<file path="src/core/ttc_defs.svh">
// constants for the thermal throttle control block
`ifndef TTC_DEFS_SVH
`define TTC_DEFS_SVH

`define TTC_ADDR_W 10
`define TTC_DATA_W 64
`define TTC_OFF_STATUS 10'h19c
`define TTC_OFF_MODE 10'h19d
`define TTC_OFF_MISC 10'h1a0
`define TTC_OFF_IMASK 10'h1a4

`define TTC_MODE_SEL_BIT 16
`define TTC_MISC_EN_BIT 3
`define TTC_MISC_PMON_BIT 7

`define TTC_ST_HOT_BIT 0
`define TTC_ST_HOTLOG_BIT 1
`define TTC_ST_COOLLOG_BIT 2
`define TTC_EV_W 2
`define TTC_EV_HOT 0
`define TTC_EV_COOL 1

`define TTC_DUTY_HALF 1'h1

`endif

</file>
<file path="src/core/ttc_pkg.sv">
// types for the thermal throttle control block
package ttc_pkg;
    typedef enum logic [1:0] {
        TTC_IDLE = 2'b00,
        TTC_DUTY = 2'b01,
        TTC_FREQ = 2'b10
    } ttc_state_e;
endpackage : ttc_pkg

</file>
<file path="src/core/ttc_ctl_if.sv">
// control signals between the register file and the throttle engine
`timescale 1ns/1ns
`default_nettype none
interface ttc_ctl_if;
    logic enable;
    logic method;
    logic hot;
    logic active;
    logic gate;
    logic freq_req;
    modport regs (output enable, output method, output hot,
                  input active, input gate, input freq_req);
    modport eng (input enable, input method, input hot,
                 output active, output gate, output freq_req);
endinterface : ttc_ctl_if
`default_nettype wire

</file>
<file path="src/core/ttc_engine.sv">
// throttle engine: state machine and 50 percent clock gate
`timescale 1ns/1ns
`default_nettype none
`include "ttc_defs.svh"
module ttc_engine
    import ttc_pkg::*;
(
    input wire logic sys_clk,
    input wire logic rstn,
    input wire logic clk_en,
    ttc_ctl_if.eng ctl
);
    ttc_state_e state_r;
    ttc_state_e state_nxt;
    logic phase_r;
    wire armed_hot = ctl.enable & ctl.hot;

    always_comb begin
        state_nxt = TTC_IDLE;
        unique case (state_r)
            TTC_IDLE, TTC_DUTY, TTC_FREQ: begin
                if (armed_hot) begin
                    state_nxt = ctl.method ? TTC_FREQ : TTC_DUTY;
                end else begin
                    state_nxt = TTC_IDLE;
                end
            end
            default: state_nxt = TTC_IDLE;
        endcase
    end

    always_ff @(posedge sys_clk or negedge rstn) begin
        if (!rstn) begin
            state_r <= TTC_IDLE;
            phase_r <= 1'h0;
        end else if (clk_en) begin
            state_r <= state_nxt;
            // phase toggles only while modulating so every burst starts low
            phase_r <= (state_nxt == TTC_DUTY) ? ~phase_r : 1'h0;
        end
    end

    assign ctl.active = (state_r != TTC_IDLE);
    // gate high means the core clock passes; half the cycles in duty mode
    assign ctl.gate = (state_r == TTC_DUTY) ? (phase_r ^ `TTC_DUTY_HALF)
                                            : 1'h1;
    assign ctl.freq_req = (state_r == TTC_FREQ);
endmodule : ttc_engine
`default_nettype wire

</file>
<file path="src/core/ttc_top.sv">
// thermal throttle control: registers, sensor sync, interrupt
// Operation
// - bit 16 of the mode register picks duty-cycle (0) or frequency (1).
// - with the enable bit clear, neither throttling method is ever used.
// - bit 3 of the feature register is a read-write enable, reset to 0.
// - when enabled, throttling starts whenever the sensor reports hot.
// - duty-cycle throttling gates the core clock to a 50% duty cycle.
// - bit 7 of the feature register reads whether perf monitoring exists.
//
// The implementer's own choice: the address-and-strobe port.
`timescale 1ns/1ns
`default_nettype none
`include "ttc_defs.svh"
module ttc_top
    import ttc_pkg::*;
(
    input wire logic sys_clk,
    input wire logic rstn,
    input wire logic clk_en,
    input wire logic [`TTC_ADDR_W-1:0] reg_addr,
    input wire logic [`TTC_DATA_W-1:0] reg_wdata,
    input wire logic reg_wr,
    input wire logic reg_rd,
    output logic [`TTC_DATA_W-1:0] reg_rdata,
    input wire logic sensor_hot,
    input wire logic perfmon_avail,
    output logic clk_gate,
    output logic freq_req,
    output logic throttle_active,
    output logic irq
);
    ttc_ctl_if ctl();

    logic hot_s1_r;
    logic hot_s2_r;
    logic hot_d_r;
    logic pm_s1_r;
    logic pm_s2_r;
    logic enable_r;
    logic method_r;
    logic [`TTC_EV_W-1:0] sticky_r;
    logic [`TTC_EV_W-1:0] mask_r;
    logic [`TTC_DATA_W-1:0] rdata_r;

    function automatic logic hit(input logic [`TTC_ADDR_W-1:0] a,
                                 input logic [`TTC_ADDR_W-1:0] off);
        hit = (a == off);
    endfunction : hit

    wire wr_mode = reg_wr & hit(reg_addr, `TTC_OFF_MODE);
    wire wr_misc = reg_wr & hit(reg_addr, `TTC_OFF_MISC);
    wire wr_mask = reg_wr & hit(reg_addr, `TTC_OFF_IMASK);
    wire rd_stat = reg_rd & hit(reg_addr, `TTC_OFF_STATUS);

    wire [`TTC_EV_W-1:0] events = {hot_d_r & ~hot_s2_r,
                                   ~hot_d_r & hot_s2_r};

    wire [`TTC_DATA_W-1:0] stat_word =
        (`TTC_DATA_W'(hot_s2_r) << `TTC_ST_HOT_BIT) |
        (`TTC_DATA_W'(sticky_r[`TTC_EV_HOT]) << `TTC_ST_HOTLOG_BIT) |
        (`TTC_DATA_W'(sticky_r[`TTC_EV_COOL]) << `TTC_ST_COOLLOG_BIT);
    wire [`TTC_DATA_W-1:0] mode_word =
        `TTC_DATA_W'(method_r) << `TTC_MODE_SEL_BIT;
    wire [`TTC_DATA_W-1:0] misc_word =
        (`TTC_DATA_W'(enable_r) << `TTC_MISC_EN_BIT) |
        (`TTC_DATA_W'(pm_s2_r) << `TTC_MISC_PMON_BIT);
    // mask bits sit right under the sticky bits they gate
    wire [`TTC_DATA_W-1:0] mask_word =
        (`TTC_DATA_W'(mask_r[`TTC_EV_HOT]) << `TTC_ST_HOTLOG_BIT) |
        (`TTC_DATA_W'(mask_r[`TTC_EV_COOL]) << `TTC_ST_COOLLOG_BIT);

    // unmapped addresses read as zero
    wire [`TTC_DATA_W-1:0] rd_mux =
        hit(reg_addr, `TTC_OFF_STATUS) ? stat_word :
        hit(reg_addr, `TTC_OFF_MODE) ? mode_word :
        hit(reg_addr, `TTC_OFF_MISC) ? misc_word :
        hit(reg_addr, `TTC_OFF_IMASK) ? mask_word : '0;

    // sensor and strap are asynchronous pins: two-stage sync
    always_ff @(posedge sys_clk or negedge rstn) begin
        if (!rstn) begin
            hot_s1_r <= 1'h0;
            hot_s2_r <= 1'h0;
            hot_d_r <= 1'h0;
            pm_s1_r <= 1'h0;
            pm_s2_r <= 1'h0;
        end else if (clk_en) begin
            hot_s1_r <= sensor_hot;
            hot_s2_r <= hot_s1_r;
            hot_d_r <= hot_s2_r;
            pm_s1_r <= perfmon_avail;
            pm_s2_r <= pm_s1_r;
        end
    end

    always_ff @(posedge sys_clk or negedge rstn) begin
        if (!rstn) begin
            enable_r <= 1'h0;
            method_r <= 1'h0;
            mask_r <= '0;
        end else if (clk_en) begin
            if (wr_misc) begin
                enable_r <= reg_wdata[`TTC_MISC_EN_BIT];
            end
            if (wr_mode) begin
                method_r <= reg_wdata[`TTC_MODE_SEL_BIT];
            end
            if (wr_mask) begin
                mask_r <= {reg_wdata[`TTC_ST_COOLLOG_BIT],
                           reg_wdata[`TTC_ST_HOTLOG_BIT]};
            end
        end
    end

    // a new event in the clearing read cycle survives the clear
    always_ff @(posedge sys_clk or negedge rstn) begin
        if (!rstn) begin
            sticky_r <= '0;
        end else if (clk_en) begin
            sticky_r <= (rd_stat ? '0 : sticky_r) | events;
        end
    end

    always_ff @(posedge sys_clk or negedge rstn) begin
        if (!rstn) begin
            rdata_r <= '0;
        end else if (clk_en) begin
            rdata_r <= reg_rd ? rd_mux : '0;
        end
    end

    assign ctl.enable = enable_r;
    assign ctl.method = method_r;
    assign ctl.hot = hot_s2_r;

    ttc_engine u_engine (
        .sys_clk(sys_clk),
        .rstn(rstn),
        .clk_en(clk_en),
        .ctl(ctl)
    );

    assign reg_rdata = rdata_r;
    assign clk_gate = ctl.gate;
    assign freq_req = ctl.freq_req;
    assign throttle_active = ctl.active;
    assign irq = |(sticky_r & mask_r);
endmodule : ttc_top
`default_nettype wire
</file>
<file path="config.mk">
export PLATFORM = sky130hd
export DESIGN_NAME = ttc_top
export DESIGN_NICKNAME = d
export VERILOG_FILES = /design/src/core/ttc_pkg.sv /design/src/core/ttc_ctl_if.sv /design/src/core/ttc_engine.sv /design/src/core/ttc_top.sv
export VERILOG_INCLUDE_DIRS = /design/src /design/src/core
export SDC_FILE = /design/constraint.sdc
export NUM_CORES = 1
export LEC_CHECK = 0
export BUFFER_PORTS_ARGS = -buffer_cell sky130_fd_sc_hd__buf_2
export CAP_MARGIN = 5
export CORE_ASPECT_RATIO = 0.5
export CORE_UTILIZATION = 37
export CTS_CLUSTER_DIAMETER = 40
export DETAILED_ROUTE_END_ITERATION = 8
export GPL_ROUTABILITY_DRIVEN = 0
export PLACE_DENSITY_LB_ADDON = 0.1
export SYNTH_ARGS = -nofsm -noshare
export SYNTH_HDL_FRONTEND = slang
export SYNTH_SLANG_ARGS = --single-unit
</file>
<file path="constraint.sdc">
create_clock -name sys_clk -period 2.6 [get_ports sys_clk]
set_input_delay 0.52 -clock sys_clk [delete_from_list [all_inputs] [get_ports sys_clk]]
set_output_delay 0.52 -clock sys_clk [all_outputs]
set_load 0.1 [all_outputs]
</file>
==> results.cfg <==
[route]
drc = 0
drtPass1Iterations = 6
drtIter0Drc = 51
wl_per_cell_um = 9.92
post_drt_via_cell_ratio = 4.05
ant_nets = 0
routed_wirelength_um = 2170
via_count = 888

[die]
initial_utilization = 0.392
num_rows = 15
io_pins = 149
fp.dieW_um = 88.0
core_area_sq_um = 3490
die-area_sq_um = 3960
die_h_um = 45.0

[power_and_ir_drop]
vdd_drop_max_mv = 0.217
powerDensity_nw_per_um2 = 742
p_leak_uw = 0.000785

[timing]
timing_hold_violations_final = 0
timing.fmax_ghz = 0.551
skew_ns = 0.00121
setup_slack_ns = 0.786
layout_worst_path_cycle_share = 0.698
fin_hold_ws_ns = 0.190
maxSlewViolCount = 0
finalSetupViolCount = 0
rsz0062_at_grt = false
tns_ns = 0
finalCriticalPeriod_ns = 1.81

[finish]
drive_gt1_frac = 0.268
fin_nets = 250
areaGrowthSynthToFinish_pct = 4.30
antennaDiodeCount = 0
final_area_sq_um = 1430
final_cells = 219

[clocking]
clkLatencyLatePin_ns = 0.26
clockBufferDepth = 2
cts_root_buf = clkbuf_8
cts-resized-gates = 0
post-cts-setup-buffer-count = 0
cts_sinks = 20
cts_buffers = 3
htree_levels = 1
cts_hold_buf = 0
path_clk_slew_ns = 0.08
cts_tree = built

[setup_path]
required_ns = 2.08
worstPathArrival_ns = 1.29
startpoint_type = flop
ff2ff_path_depth = 2
cp-end-kind = primary output
cp_max_fo = 2
path_class = reg2out

[global_route]
grt_max_degree = 21
grt_pass1_vias = 734
antenna_found_initial = 0
grt_pass1_wl_um = 3420
grt_overflow = 0
track_usage = 0.118

[synthesis]
synthCells = 136
yosysTopAreaCellShare = 0.366
synth_cell_types = 30
yosysTopAreaCell = dfrtp_1
ys_seq_area_frac = 0.366
netlist_area_sq_um = 1370
avgSynthCellArea_sq_um = 10.1
yosys_register_bits = 20
synth.yosys.warnings = 0
netlist_top_cells_area = dfrtp_1 (37%), buf_4 (32%), mux2_2 (4.1%)

[place]
dpl_worst_slack_ns = 0.828
placed_cell_area_sq_um = 1360
dp.cells = 215
io_buffers = 30
dp.final_hpwl_um = 1760

[hold_path]
min_path_type = in2async

[outcome]
outcome = completed

[flow_run]
cap_viol_max_count = 0
-- layout by cell type (no fill, tap or decap), types with 3 or more instances in the layout --
cell        n
nand3b_1    3
mux2_2      5
o2bb2ai_1   5
buf_2      30
nand4_1     3
nand2_1     9
conb_1     58
inv_1       6
dfrtp_1    20
clkbuf_8    3
-- final cells by class --
| type | instances | area (sq um) |
|---|---|---|
| fillers | 353 | 2060 |
| multi-input cells | 107 | 614 |
| flip-flops and latches | 20 | 500 |
| repair buffers | 30 | 150 |
| well taps | 51 | 63.8 |
| clock buffers | 3 | 41.3 |
| clock inverters | 1 | 30.0 |
| inverters | 7 | 26.3 |
-- per-layer routing --
metal / routed length [um] / GRT usage / vias to the layer above
li1: - / - / 413
met1: 1010 / 0.157 / 422
met2: 981 / 0.186 / 49
met3: 168 / 0.0420 / 4
met4: 14 / 0.0295 / 0
met5: 0 / 0 / -
-- synth_stat cells --
| library cell | count |
|---|---|
| o21ai_0 | 2 |
| nand2_1 | 9 |
| and4b_2 | 1 |
| o2bb2ai_1 | 5 |
| mux2_1 | 2 |
| nand3_1 | 1 |
| buf_4 | 58 |
| nor2b_1 | 1 |
| and3_1 | 1 |
| and4bb_2 | 1 |
| nor3b_2 | 1 |
| dfrtp_1 | 20 |
| nor4b_4 | 1 |
| o221ai_1 | 2 |
| mux2_2 | 5 |
| or2_2 | 1 |
| nand3b_1 | 3 |
| inv_1 | 6 |
| nand4_1 | 3 |
| and4b_1 | 1 |
| buf_2 | 1 |
| and3b_1 | 1 |
| nand4b_1 | 1 |
| nand4_2 | 1 |
| a32o_1 | 2 |
| o31ai_1 | 2 |
| o22ai_1 | 1 |
| clkinv_1 | 1 |
| nand2b_1 | 1 |
| conb_1 | 1 |
-- worst paths after layout --
check                                        from                        end  slack (ns)
max                         mask_r[1]$_DFFE_PN0P_                        irq        0.79
min                                          rstn   reg_rdata[0]$_DFFE_PN0P_        0.19
max reg2reg                ctl.method$_DFFE_PN0P_  reg_rdata[16]$_DFFE_PN0P_        1.63
min reg2reg                   hot_d_r$_DFFE_PN0P_    sticky_r[0]$_DFFE_PN0P_        0.49
max in group asynchronous                    rstn   reg_rdata[3]$_DFFE_PN0P_        2.11
min in group sys_clk                 reg_wdata[2]      mask_r[1]$_DFFE_PN0P_        0.47
-- through the flow --
step / utilization / total power [uW]
floorplan: - / 788
global placement: 0.388 / 751
detailed placement: 0.388 / 752
CTS: 0.409 / 1060
global route: 0.409 / 1100
finish: 0.409 / 1060
-- critical path, stage by stage (launching register included) --
cell and delay [ns]:
dfrtp_1 0.35, inv_1 0.05, o22ai_1 0.18, buf_2 0.45
-- where the power goes --
group          leakage [uW]  switching, uW  internal [uW]
Combinational      0.000490            393           23.6
Sequential         0.000259           7.43            321
Clock             0.0000357            107            206
-- state kept, by name, indices dropped and copies added, names as in the netlist --
signal,flops
ctl.method,1
hot_s1_r,1
hot_d_r,1
ctl.enable,1
sticky_r,2
u_engine.phase_r,1
u_engine.state_r,2
mask_r,2
pm_s1_r,1
reg_rdata,6
ctl.hot,1
pm_s2_r,1
-- logic make-up after synthesis --
logic type | Yosys count | share of synthesized area
AOI/OAI and AO/OA | 14 | 0.0823
buffers and inverters | 66 | 0.341
DFF | 20 | 0.366
muxes | 7 | 0.0576
other | 1 | 0.00274
and+or+nand+nor | 28 | 0.150
No activity file was read; power rests on OpenSTA's default activity.
